[src/rtl/phu_params.svh]
`ifndef PHU_PARAMS_SVH
`define PHU_PARAMS_SVH

// hint encodings
`define PHU_HINT_LOAD       5'h00
`define PHU_HINT_STORE      5'h01
`define PHU_HINT_LOAD_STR   5'h04
`define PHU_HINT_STORE_STR  5'h05
`define PHU_HINT_LOAD_RET   5'h06
`define PHU_HINT_STORE_RET  5'h07
`define PHU_HINT_WB_INV     5'h19
`define PHU_HINT_ZERO_FILL  5'h1E

// register byte offsets
`define PHU_OFF_CTRL        8'h00
`define PHU_OFF_STAT        8'h04
`define PHU_OFF_ISSUED      8'h08
`define PHU_OFF_DROPPED     8'h0C

// control bit positions and reset value
`define PHU_CTRL_EVA        0
`define PHU_CTRL_FPU        1
`define PHU_CTRL_BUSERR     2
`define PHU_CTRL_CLEANINV   3
`define PHU_CTRL_RST        4'h3

// exception codes
`define PHU_EXC_NONE        2'h0
`define PHU_EXC_RI          2'h1
`define PHU_EXC_CPU         2'h2
`define PHU_EXC_BUS         2'h3

`define PHU_OFS9_MSB        8
`define PHU_HTRANS_NONSEQ   2'h2

`endif

[src/rtl/phu_pkg.sv]
package phu_pkg;

typedef enum logic [1:0] {
    PHU_VAR_BASE,
    PHU_VAR_USER,
    PHU_VAR_INDEXED
} phu_var_t;

typedef enum logic [1:0] {
    PHU_SEG_KERNEL_ONLY,
    PHU_SEG_MAPPED_USER_UNMAPPED_KERNEL,
    PHU_SEG_UNMAPPED_USER_SUPER_KERNEL,
    PHU_SEG_MAPPED_USER_SUPER_KERNEL
} phu_seg_t;

typedef enum logic [1:0] {
    PHU_OP_FETCH,
    PHU_OP_WB_INV,
    PHU_OP_ZERO_FILL
} phu_op_t;

typedef enum {
    PHU_IDLE,
    PHU_XLATE,
    PHU_ISSUE,
    PHU_CACHE,
    PHU_RESP
} phu_fsm_t;

typedef struct packed {
    logic        valid;
    phu_var_t    variant;
    logic [4:0]  hint;
    logic [31:0] base;
    logic [15:0] offset;
    logic [31:0] index;
} phu_req_t;

typedef struct packed {
    logic        valid;
    logic [31:0] va;
    logic        user_map;
} phu_xreq_t;

typedef struct packed {
    logic        valid;
    logic [31:0] pa;
    logic [2:0]  cacheability_attribute;
    logic        uncached;
    logic        coherent;
    logic        fault;
    phu_seg_t    seg;
} phu_xrsp_t;

typedef struct packed {
    logic        valid;
    phu_op_t     op;
    logic [31:0] pa;
    logic [2:0]  cacheability_attribute;
    logic        for_store;
    logic        streamed;
    logic        retained;
    logic        coherent;
    logic        clean_inv;
    logic        spare_locked;
} phu_creq_t;

typedef struct packed {
    logic done;
    logic err;
} phu_crsp_t;

typedef struct packed {
    logic       valid;
    logic [1:0] exc;
} phu_resp_t;

endpackage

[src/rtl/phu_prefetch_hint_unit.sv]
`timescale 1ns/1ps
`default_nettype none
`include "phu_params.svh"

module phu_prefetch_hint_unit
    import phu_pkg::*;
(
    input  wire logic        hclk,
    input  wire logic        hresetn,
    input  wire logic        hsel,
    input  wire logic [31:0] haddr,
    input  wire logic [1:0]  htrans,
    input  wire logic        hwrite,
    input  wire logic [2:0]  hsize,
    input  wire logic [31:0] hwdata,
    input  wire logic        hready,
    output logic             hreadyout,
    output logic [31:0]      hrdata,
    output logic             hresp,
    input  wire phu_req_t    req,
    output logic             req_ready,
    output phu_resp_t        resp,
    input  wire logic        cp0_enable,
    input  wire logic        order_ok,
    output phu_xreq_t        xreq,
    input  wire phu_xrsp_t   xrsp,
    output phu_creq_t        creq,
    input  wire phu_crsp_t   crsp
);

typedef struct packed {
    phu_fsm_t    fsm;
    logic        req_ready;
    phu_resp_t   resp;
    phu_xreq_t   xreq;
    phu_creq_t   creq;
    phu_var_t    variant;
    logic [4:0]  hint;
    logic [3:0]  ctrl;
    logic [15:0] issued;
    logic [15:0] dropped;
    logic        dph_wr;
    logic [7:0]  dph_addr;
    logic        hreadyout;
    logic [31:0] hrdata;
    logic        hresp;
} phu_st_t;

phu_st_t r;
phu_st_t next_r;

// hint classification: only architected actions are carried out
function automatic logic hint_known(input logic [4:0] h);
    case (h)
        `PHU_HINT_LOAD, `PHU_HINT_STORE,
        `PHU_HINT_LOAD_STR, `PHU_HINT_STORE_STR,
        `PHU_HINT_LOAD_RET, `PHU_HINT_STORE_RET,
        `PHU_HINT_WB_INV, `PHU_HINT_ZERO_FILL: hint_known = 1'b1;
        default: hint_known = 1'b0;
    endcase
endfunction

// ----------------------------------------------------------------
// next-state logic
// ----------------------------------------------------------------
logic [31:0] va;
logic [31:0] sext9;
logic [31:0] sext16;
logic        accept;
logic        ahb_go;
logic        user_seg;

always_comb
begin
    next_r = r;
    next_r.resp.valid = 1'b0;
    next_r.creq.valid = 1'b0;
    next_r.xreq.valid = 1'b0;
    // user variant offset is 9 bits, base variant 16; indexed adds index, no offset
    sext9  = {{23{req.offset[`PHU_OFS9_MSB]}}, req.offset[8:0]};
    sext16 = {{16{req.offset[15]}}, req.offset};
    case (req.variant)
        PHU_VAR_INDEXED: va = req.base + req.index;
        PHU_VAR_USER:    va = req.base + sext9;
        default:         va = req.base + sext16;
    endcase
    accept   = req.valid && r.req_ready;
    user_seg = xrsp.seg != PHU_SEG_KERNEL_ONLY;
    ahb_go   = hsel && hready && htrans == `PHU_HTRANS_NONSEQ;

    case (r.fsm)
        PHU_IDLE:
        begin
            if (accept)
            begin
                next_r.req_ready = 1'b0;
                next_r.variant   = req.variant;
                next_r.hint      = req.hint;
                next_r.fsm       = PHU_RESP;
                next_r.resp.exc  = `PHU_EXC_NONE;
                if (req.variant == PHU_VAR_USER && !r.ctrl[`PHU_CTRL_EVA])
                    next_r.resp.exc = `PHU_EXC_RI;
                else if (req.variant == PHU_VAR_USER && !cp0_enable)
                    next_r.resp.exc = `PHU_EXC_CPU;
                else if (req.variant == PHU_VAR_INDEXED
                         && !r.ctrl[`PHU_CTRL_FPU])
                    next_r.resp.exc = `PHU_EXC_RI;
                else if (!hint_known(req.hint))
                    next_r.dropped = r.dropped + 16'h0001;
                else
                begin
                    next_r.xreq.valid    = 1'b1;
                    next_r.xreq.va       = va;
                    next_r.xreq.user_map = req.variant == PHU_VAR_USER;
                    next_r.fsm           = PHU_XLATE;
                end
            end
        end
        PHU_XLATE:
        begin
            if (xrsp.valid)
            begin
                // faults, uncached and kernel-only user access all drop
                if (xrsp.fault || xrsp.uncached
                    || (r.variant == PHU_VAR_USER && !user_seg))
                begin
                    next_r.dropped = r.dropped + 16'h0001;
                    next_r.fsm     = PHU_RESP;
                end
                else
                begin
                    next_r.creq.pa = xrsp.pa;
                    next_r.creq.cacheability_attribute =
                        xrsp.cacheability_attribute;
                    next_r.creq.coherent = xrsp.coherent;
                    next_r.fsm = PHU_ISSUE;
                end
            end
        end
        PHU_ISSUE:
        begin
            // earlier memory traffic must drain first, as for a barrier
            if (order_ok)
            begin
                next_r.creq.valid     = 1'b1;
                next_r.creq.op        = PHU_OP_FETCH;
                next_r.creq.for_store = r.hint[0];
                next_r.creq.streamed  = r.hint == `PHU_HINT_LOAD_STR
                    || r.hint == `PHU_HINT_STORE_STR;
                next_r.creq.retained  = r.hint == `PHU_HINT_LOAD_RET
                    || r.hint == `PHU_HINT_STORE_RET;
                next_r.creq.clean_inv = 1'b0;
                next_r.creq.spare_locked = 1'b1;
                if (r.hint == `PHU_HINT_WB_INV)
                begin
                    next_r.creq.op        = PHU_OP_WB_INV;
                    next_r.creq.for_store = 1'b0;
                    next_r.creq.clean_inv =
                        r.ctrl[`PHU_CTRL_CLEANINV];
                end
                else if (r.hint == `PHU_HINT_ZERO_FILL)
                begin
                    next_r.creq.op        = PHU_OP_ZERO_FILL;
                    next_r.creq.for_store = 1'b1;
                end
                next_r.issued = r.issued + 16'h0001;
                next_r.fsm    = PHU_CACHE;
            end
        end
        PHU_CACHE:
        begin
            // completion is the cache's done, refills included
            if (crsp.done)
            begin
                if (crsp.err && r.ctrl[`PHU_CTRL_BUSERR])
                    next_r.resp.exc = `PHU_EXC_BUS;
                next_r.fsm = PHU_RESP;
            end
        end
        PHU_RESP:
        begin
            next_r.resp.valid = 1'b1;
            next_r.req_ready  = 1'b1;
            next_r.fsm        = PHU_IDLE;
        end
        default:
        begin
            next_r.fsm       = PHU_IDLE;
            next_r.req_ready = 1'b1;
        end
    endcase

    // bus slave: data-phase write, read data staged at address phase
    next_r.dph_wr   = ahb_go && hwrite;
    next_r.dph_addr = haddr[7:0];
    if (r.dph_wr && r.dph_addr == `PHU_OFF_CTRL)
        next_r.ctrl = hwdata[3:0];
    // software clear of counters loses to a same-cycle count
    if (r.dph_wr && r.dph_addr == `PHU_OFF_STAT)
    begin
        if (next_r.issued == r.issued)
            next_r.issued = 16'h0000;
        if (next_r.dropped == r.dropped)
            next_r.dropped = 16'h0000;
    end
    next_r.hrdata = 32'h0000_0000;
    if (ahb_go && !hwrite)
    begin
        case (haddr[7:0])
            `PHU_OFF_CTRL:    next_r.hrdata = {28'h0000000, r.ctrl};
            `PHU_OFF_STAT:    next_r.hrdata = {31'h00000000,
                                               r.fsm != PHU_IDLE};
            `PHU_OFF_ISSUED:  next_r.hrdata = {16'h0000, r.issued};
            `PHU_OFF_DROPPED: next_r.hrdata = {16'h0000, r.dropped};
            default:          next_r.hrdata = 32'h0000_0000;
        endcase
    end
    next_r.hreadyout = 1'b1;
    // no error path exists on this bus, so the answer is held OKAY
    next_r.hresp     = 1'b0;
end

// ----------------------------------------------------------------
// state register
// ----------------------------------------------------------------
always_ff @(posedge hclk or negedge hresetn)
begin
    if (!hresetn)
    begin
        r           <= '0;
        r.fsm       <= PHU_IDLE;
        r.req_ready <= 1'b1;
        r.ctrl      <= `PHU_CTRL_RST;
        r.hreadyout <= 1'b1;
    end
    else
        r <= next_r;
end

// outputs straight from the state flops
assign req_ready = r.req_ready;
assign resp      = r.resp;
assign xreq      = r.xreq;
assign creq      = r.creq;
assign hreadyout = r.hreadyout;
assign hrdata    = r.hrdata;
assign hresp     = r.hresp; // always OKAY
endmodule
`default_nettype wire

[config.mk]
export PLATFORM = sky130hd
export DESIGN_NAME = phu_prefetch_hint_unit
export DESIGN_NICKNAME = d
export VERILOG_FILES = /design/src/rtl/phu_pkg.sv /design/src/rtl/phu_prefetch_hint_unit.sv
export VERILOG_INCLUDE_DIRS = /design/src /design/src/rtl
export SDC_FILE = /design/constraint.sdc
export NUM_CORES = 1
export LEC_CHECK = 0
export BUFFER_PORTS_ARGS = -buffer_cell sky130_fd_sc_hd__buf_2
export CAP_MARGIN = 20
export CORE_AREA = 2 2 180 182
export DETAILED_ROUTE_END_ITERATION = 10
export DIE_AREA = 0 0 182 184
export SKIP_LAST_GASP = 1
export SYNTH_ARGS = -nofsm -noshare
export SYNTH_HDL_FRONTEND = slang
export SYNTH_SLANG_ARGS = --single-unit
[constraint.sdc]
create_clock -name hclk -period 5.2 [get_ports hclk]
set_input_delay 0.26 -clock hclk [delete_from_list [all_inputs] [get_ports hclk]]
set_output_delay 0.26 -clock hclk [all_outputs]
set_load 0.05 [all_outputs]
* Word-level counts from Yosys, hierarchy flattened
Memories as Yosys holds them, arrays and structs flattened.
Index checks and enable logic that the tools add are counted.
** Storage, ports and cells
- Bits in registers :: 198
- Bits in read-only memories :: 32
- Input bits :: 207
- Output and inout port bits :: 116
- Word-level logic and storage cells :: 148
- Memories :: 1
** Cells by class
- $add $sub $neg :: 5
- Equal/unequal tests :: 25
- Mux-type cells :: 52
- Bitwise gates (word level) :: 5
- Reductions and logical operators :: 35
** Memory list
- (no name shown) :: depth 32, bits a word 1, read ports 1, clocked after memory_dff 0, write ports 0, RTL line phu_prefetch_hint_unit.sv:54 : case (h)
** Operators with widths (count)
- 2-to-1 mux 32 bit :: 7
- 2-to-1 mux 16 bit :: 12
- 2-to-1 mux 34 bit :: 5
- case mux 32 bit (4 select lines) :: 1
- adder 32 bit :: 3
- == test 32 x 2 -> 1 bit (second input constant) :: 2
- case mux 16 bit (4 select lines) :: 1
- case mux 32 bit (2 select lines) :: 1
- 2-to-1 mux 36 bit :: 1
- 2-to-1 mux 33 bit :: 1
- adder 16 x 1 -> 16 bit (second input constant) :: 2
- == test 16 bit :: 2
- == test 32 x 1 -> 1 bit (second input constant) :: 1
- == test 32 x 3 -> 1 bit (second input constant) :: 1
- logical NOT 32 bit :: 1
- case mux 16 bit (2 select lines) :: 1
- nonzero test 32 bit :: 1
- == test 5 x 3 -> 1 bit (second input constant) :: 4
- == test 8 x 3 -> 1 bit (second input constant) :: 2
- == test 8 x 4 -> 1 bit (second input constant) :: 2
- logical NOT 8 bit :: 2
- logical AND 1 bit :: 12
- 2-to-1 mux 2 bit :: 6
- 2-to-1 mux 3 bit :: 4
- 16 further kinds :: 47

* Logic depth before layout (Yosys ltp)
Gate-level depths: netlist of the first run.
- Depth after elaboration :: 16
- Depth in mapped cells :: 15
- Depth with buffers taken out :: 13

* Least setup slack after synthesis of the first run
No wires, ideal clock.
- Path type :: input -> register
- From :: in req[85] (netlist bit)
- To :: reg r (netlist bit xreq[27])
- Library setup time :: 0.126 ns
- Data arrival time :: 3.271 ns
- Path slack :: 1.803 ns
- Stages on the path :: 15
- Cell sequence :: inv_1 > ha_1 > clkbuf_1 > or2_2 > clkbuf_1 > a22o_1 > ha_1 > fa_1 > a211oi_1 > o21bai_2 > o211ai_2 > a2111o_1 > and2_4 > o21ai_0 > a221o_1
** On the way
- Word-level cells in the longest chain between the ends :: 4
** Ends and longest elaborated chain
- from (decl) :: RTL line phu_prefetch_hint_unit.sv:20 : input wire phu_req_t req,
- == test 2 bit / == test 2 x 1 -> 1 bit (equally long branches)
- logical AND 1 bit (on tied branches) :: RTL line phu_prefetch_hint_unit.sv:105, phu_prefetch_hint_unit.sv:101, phu_prefetch_hint_unit.sv:103
- inverter 1 bit (no source line)
- AND reduction 6 bit (no source line)
- to (signal assigned) :: RTL line phu_prefetch_hint_unit.sv:237 : r <= next_r;
- to (decl) :: RTL line phu_prefetch_hint_unit.sv:49 : phu_st_t r;
Parallel ways exist; a longest one is shown, timed or not.
A chain may end at the register's enable or synchronous reset.

* Final worst setup path of the first run
- From :: in req[85] (netlist bit)
- To :: reg r (netlist bit xreq[12])
The elaborated chain is that of the path after synthesis.

==> out/metrics.cfg, run 1 <==
[sta]
worstMarginPinSlew_ps=861
skew_ps=17.2
fin_crit_sh_pct=66.2
finalSetupTns_ps=0
setup_violations=0
clock.fmax_mhz=290
maxSlewViolCount=0
hold_viol=0
rsz0062_at_grt=false
maxSlewHeadroom_pct=42.1
min_period_ps=3440

[setup_path]
critPathKind=input port to flip-flop
cp.required_ps=5490
crit_fanout=11
worstPathArrival_ps=3730
start_kind=input port
r2r_cells=7
worstSetupEndpointType=flip-flop

[yosys]
synthFlopType=dfrtp_1
postSynthCellCount=1026
synth.most_common_cell=dfrtp_1
synth.top_cells.by_area=dfrtp_1 40%, buf_4 9.3%, mux2_2 5.2%
avgSynthCellArea_um2=9.15
netlist_area_um2=9390
synth_top_area_share_pct=40.0
yosysSeqAreaShare_pct=40.8
synth-edff-count=0
synthArstFlopShare_pct=100
yosysTopAreaCell=dfrtp_1
synth_warnings=0
ys_types=76
ys_ff_latch=153
yosys-top-cells-count=150 x dfrtp_1, 118 x nand2_1, 116 x buf_4, 80 x a21oi_1, 72 x nor2_1

[cts]
clk_path_buf_depth=2
htree_levels=4
cts_num_sinks=153
clk_pin_slew_ps=70
cts_tree=built
clock-root-buffer=clkbuf_16
clk_latency_ps=440
numCtsBuffers=17

[finish]
diodes=0
drive_gt1_share_pct=29.9
seqCellArea_um2=3830
num-fill-cells=3314
syn2layout_area_growth_pct=15.8
multiInputGateArea_um2=4480
nNetsFinal=1404
final_cell_count_no_fill=1576
final_util_pct=34.7

[route]
vias_per_cell=4.81
wl_per_cell_um=15.6
dr.pass1.iters=5
vias=7574
routed_wirelength_um=24500
drc=0
drt_iter0_markers=485
antenna_left=0

[placed_design]
dp_cells=1537
port_buffers=249
routabilityCongestion=0.895
hpwl_um=19000

[global_route]
grt_max_degree=73
grt_pass1_wl_um=38500
overflow=0
antenna_found_initial=1
track_usage_pct=14.6
grt_pass1_vias=7263

[hold_path]
hp-class=input port to flip-flop
hold_depth=1

[die]
die_height_um=184
top_level_ports=323
initial_utilization_pct=29.9
die_w_um=182
rows=65
core_um2=31400
dieArea_um2=33500

[job]
timing.max_cap.violations=0

[power]
peakVddDrop_mv=0.245
p_per_area_nw_per_um2=462
p_leak_nw=5.46

[status]
status=finished clean

==> repair_timing <==
item | CTS | global route
buffers inserted | 0 | 0
hold buffers | 7 | 0
hold endpoints to repair | 45 | 0
gates resized for setup | 0 | 0
==> placed cells by master, fill, tap and decap left out, drive strengths merged, types with 26 or more instances in the layout <==
cell type,instances
nand2,118
o21ai,81
dfrtp,150
a21oi,81
buf,257
inv,26
nor2,73
ha,35
mux2,43
==> per-layer routing <==
metal,share of wire (%),GRT usage (%),up-vias
li1,-,-,3741
met1,44,18.1,3553
met2,48,25.0,261
met3,6.9,4.18,17
met4,0.89,3.71,2
met5,0.053,0,-
==> stage by stage <==
stage | total power, W | hold slack, ps | worst slack, ps | cell area (um^2)
2_1_floorplan | 0.00351 | -35.6 | 1800 | 9450
3_3_place_gp | 0.00370 | 205 | 1380 | 10200
3_5_place_dp | 0.00373 | 209 | 1340 | 10200
4_1_cts | 0.00508 | 17.5 | 1800 | 10900
5_1_grt | 0.00532 | 18.5 | 1540 | 10900
6_report | 0.00503 | 42.5 | 1760 | 10900
==> kinds of logic after synthesis <==
logic type                 after synthesis  share of synthesized area, %
DFF                                    153                          40.8
AOI/OAI and AO/OA                      249                          16.3
and+or+nand+nor                        318                          16.3
buffers and inverters                  181                          12.2
adders and majority gates               36                          4.88
other                                    2                        0.0800
xor gates and xnor gates                28                          2.61
muxes                                   59                          6.86
==> critical path, cell delays in order <==
cell and delay [ps]:
buf_2 110, inv_1 160, ha_1 390, nor2b_1 530, a22o_1 290, ha_1 240
a21oi_1 320, o21ai_0 210, a21o_1 220, a221oi_1 580, a21oi_1 170, xnor2_1 160
o21ai_0 80
==> layout make-up <==
class                           count  area share [%]
Sequential cell                   153            35.2
Tap cell                          402            4.62
Multi-Input combinational cell    708            41.1
Clock inverter                     14            1.67
Timing Repair Buffer              264            12.7
Clock buffer                       18            4.04
Inverter                           17           0.587
==> power by group <==
| group | internal, W | leakage, nW | total (W) | switching [W] |
|---|---|---|---|---|
| Sequential | 0.00147 | 2.02 | 0.00165 | 0.000187 |
| Combinational | 0.000577 | 3.14 | 0.00205 | 0.00147 |
| Clock | 0.000747 | 0.303 | 0.00133 | 0.000580 |
| Total | 0.00279 | 5.46 | 0.00503 | 0.00224 |
==> flip-flops by register name (all words and copies together), names as in the netlist <==
signal     cells
r             55
creq          44
xreq          34
hrdata        16
resp           3
req_ready      1
==> final timing paths <==
| kind | startpoint | end | slack [ps] |
|---|---|---|---|
| max in group asynchronous | hresetn | creq[11] | 3710 |
| setup reg to reg | req_ready | r[45] | 2470 |
| min in group asynchronous | hresetn | xreq[2] | 300 |
| hold / removal | haddr[3] | r[37] | 40 |
| setup / recovery | req[85] | xreq[12] | 1760 |
| hold reg to reg | creq[0] | creq[0] | 470 |
(Power assumes the default switching activity.)
==> run 2: changes to the inputs <==
clock period = 3.6 ns   (was 5.2 ns; I/O delays follow)
==> out/metrics.cfg, run 2 (same netlist as run 1, synthesis figures left out) <==
[global_route]
overflow=0  ; unchanged
grt_pass1_vias=7760  ; +6.8%
grt_max_degree=78  ; +6.8%
track_usage_pct=15.4  ; +0.82 points
antenna_found_initial=1  ; unchanged
grt_pass1_wl_um=40700  ; +5.6%

[power]
p_leak_nw=5.70  ; +4.4%
comb_power_share_pct=42.2  ; +1.5 points
peakVddDrop_mv=0.319  ; +30%
clkPwrFrac_pct=24.6  ; -1.8 points
p_switching_w=0.00328  ; +47%
seqPwrFrac_pct=33.2  ; +0.3 points
p_int_w=0.00394  ; +41%
p_per_area_nw_per_um2=632  ; +37%
swShare_pct=45.4  ; +0.93 points

[cts]
cts_num_sinks=153  ; unchanged
cts_tree=built
clock-root-buffer=clkbuf_16
cts_hold_buffers=53  ; +46
ctsResizeCount=0  ; unchanged
htree_levels=4  ; unchanged
clk_latency_ps=440  ; about the same
clk_pin_slew_ps=80  ; about the same
clk_path_buf_depth=2  ; unchanged
cts_setup_buffers=0  ; unchanged
numCtsBuffers=17  ; unchanged

[sta]
clock.fmax_mhz=331
worstMarginPinSlew_ps=854  ; -6.34 ps
rsz0062_at_grt=false
maxSlewViolCount=0  ; unchanged
fin_crit_sh_pct=83.9
hold_viol=0  ; unchanged
maxSlewHeadroom_pct=42.5  ; +0.43 points
skew_ps=22.0  ; +4.80 ps
min_period_ps=3020
whs_ps=43.8  ; +1.26 ps
setup_violations=0  ; unchanged
finalSetupTns_ps=0  ; unchanged

[setup_path]
crit_fanout=6  ; -5
start_kind=input port
worstPathArrival_ps=3300  ; -430 ps
cp.required_ps=3880  ; -1610 ps
critPathKind=input port to flip-flop
r2r_cells=7  ; unchanged
worstSetupEndpointType=flip-flop
r2r-start=r[169]
startpoint=req[85]

[status]
status=finished clean

[route]
vias=7842  ; +3.5%
routed_wirelength_um=25700  ; +4.8%
wl_per_cell_um=15.7  ; +0.90%
drt_iter0_markers=439  ; -9.5%
vias_per_cell=4.79  ; -0.32%
drc=0  ; unchanged
antenna_left=0  ; unchanged
dr.pass1.iters=5  ; unchanged

[finish]
drive_gt1_share_pct=29.6  ; -0.26 points
final_util_pct=36.4  ; +1.7 points
stdcell_area_um2=11400  ; +5.0%
nNetsFinal=1465  ; +4.3%
syn2layout_area_growth_pct=21.6
top_register=r
final_cell_mix=248 x buf_2, 150 x dfrtp_1, 118 x nand2_1
final_cell_count_no_fill=1637  ; +3.9%
final_common_cell=buf_2
largest_register_ff_count=55  ; unchanged
diodes=0  ; unchanged

[hold_path]
hold_depth=3  ; +2
hp-class=input port to flip-flop
min_from=htrans[0]

[die]
rows=65  ; unchanged
dieArea_um2=33500  ; unchanged
die_height_um=184  ; unchanged
initial_utilization_pct=29.9  ; unchanged
top_level_ports=323  ; unchanged
core_um2=31400  ; unchanged
die_w_um=182  ; unchanged

[placed_design]
hpwl_um=19300  ; +2.0%
port_buffers=249  ; unchanged
place_area_um2=10300  ; +1.2%
routabilityCongestion=0.902  ; +0.76%
dp_cells=1552  ; +0.98%

[job]
timing.max_cap.violations=0  ; unchanged

-- run 2: cell count changes in the layout (fill, tap and decap cells not counted), moves of 2 or more --
| cell | before | now |
|---|---|---|
| dlygate4sd3_1 | 7 | 53 |
| bufinv_16 | 2 | 0 |
| inv_6 | 5 | 3 |
| clkinvlp_4 | 1 | 3 |
| buf_4 | 8 | 22 |
-- run 2: final timing paths --
check                      endpoint  slack (ps)
setup / recovery           xreq[15]         580
hold / removal                r[42]          40
setup reg to reg           xreq[15]         950
hold reg to reg             xreq[7]         470
max in group asynchronous     r[76]        2330
min in group asynchronous  xreq[17]         340
-- run 2: layout make-up --
class | count | area, um^2
Sequential cell | 153 | 3830
Multi-Input combinational cell | 708 | 4480
Inverter | 17 | 63.8
Tap cell | 402 | 503
Clock inverter | 15 | 155
Clock buffer | 17 | 425
Timing Repair Buffer | 325 | 1970
Fill cell | 3178 | 20000
-- run 2: power groups by stage --
stage / clock network (W) / logic, W / registers, W
detailed placement: 0 / 0.00302 / 0.00242
finish: 0.00178 / 0.00304 / 0.00240
global placement: 0 / 0.00299 / 0.00241
floorplan: 0 / 0.00272 / 0.00235
global route: 0.00192 / 0.00329 / 0.00246
CTS: 0.00185 / 0.00307 / 0.00240
-- run 2: metrics by stage --
stage / total power [W] / setup slack [ps]
after CTS: 0.00731 / 577
after global routing: 0.00766 / 365
after detailed placement: 0.00544 / 114
after global placement: 0.00540 / 142
after floorplan: 0.00507 / 283
final: 0.00722 / 581
-- run 2: critical path: stages --
cell and delay, ps:
buf_2 90, inv_1 50, ha_1 350, or2_2 340
a22o_1 190, ha_1 210, fa_1 450, a211oi_1 310
o21bai_2 140, a21oi_1 230, nor3b_1 80, a211oi_1 280
mux2i_1 220, o311ai_0 170
-- run 2: per-layer routing --
layer  global-route usage (%)  vias up  share of wire, %
met5                        0        -             0.051
met4                     4.87        2               1.7
met3                     4.14       30               6.1
met2                     26.5      252                49
met1                     18.9     3690                43
li1                         -     3868                 -
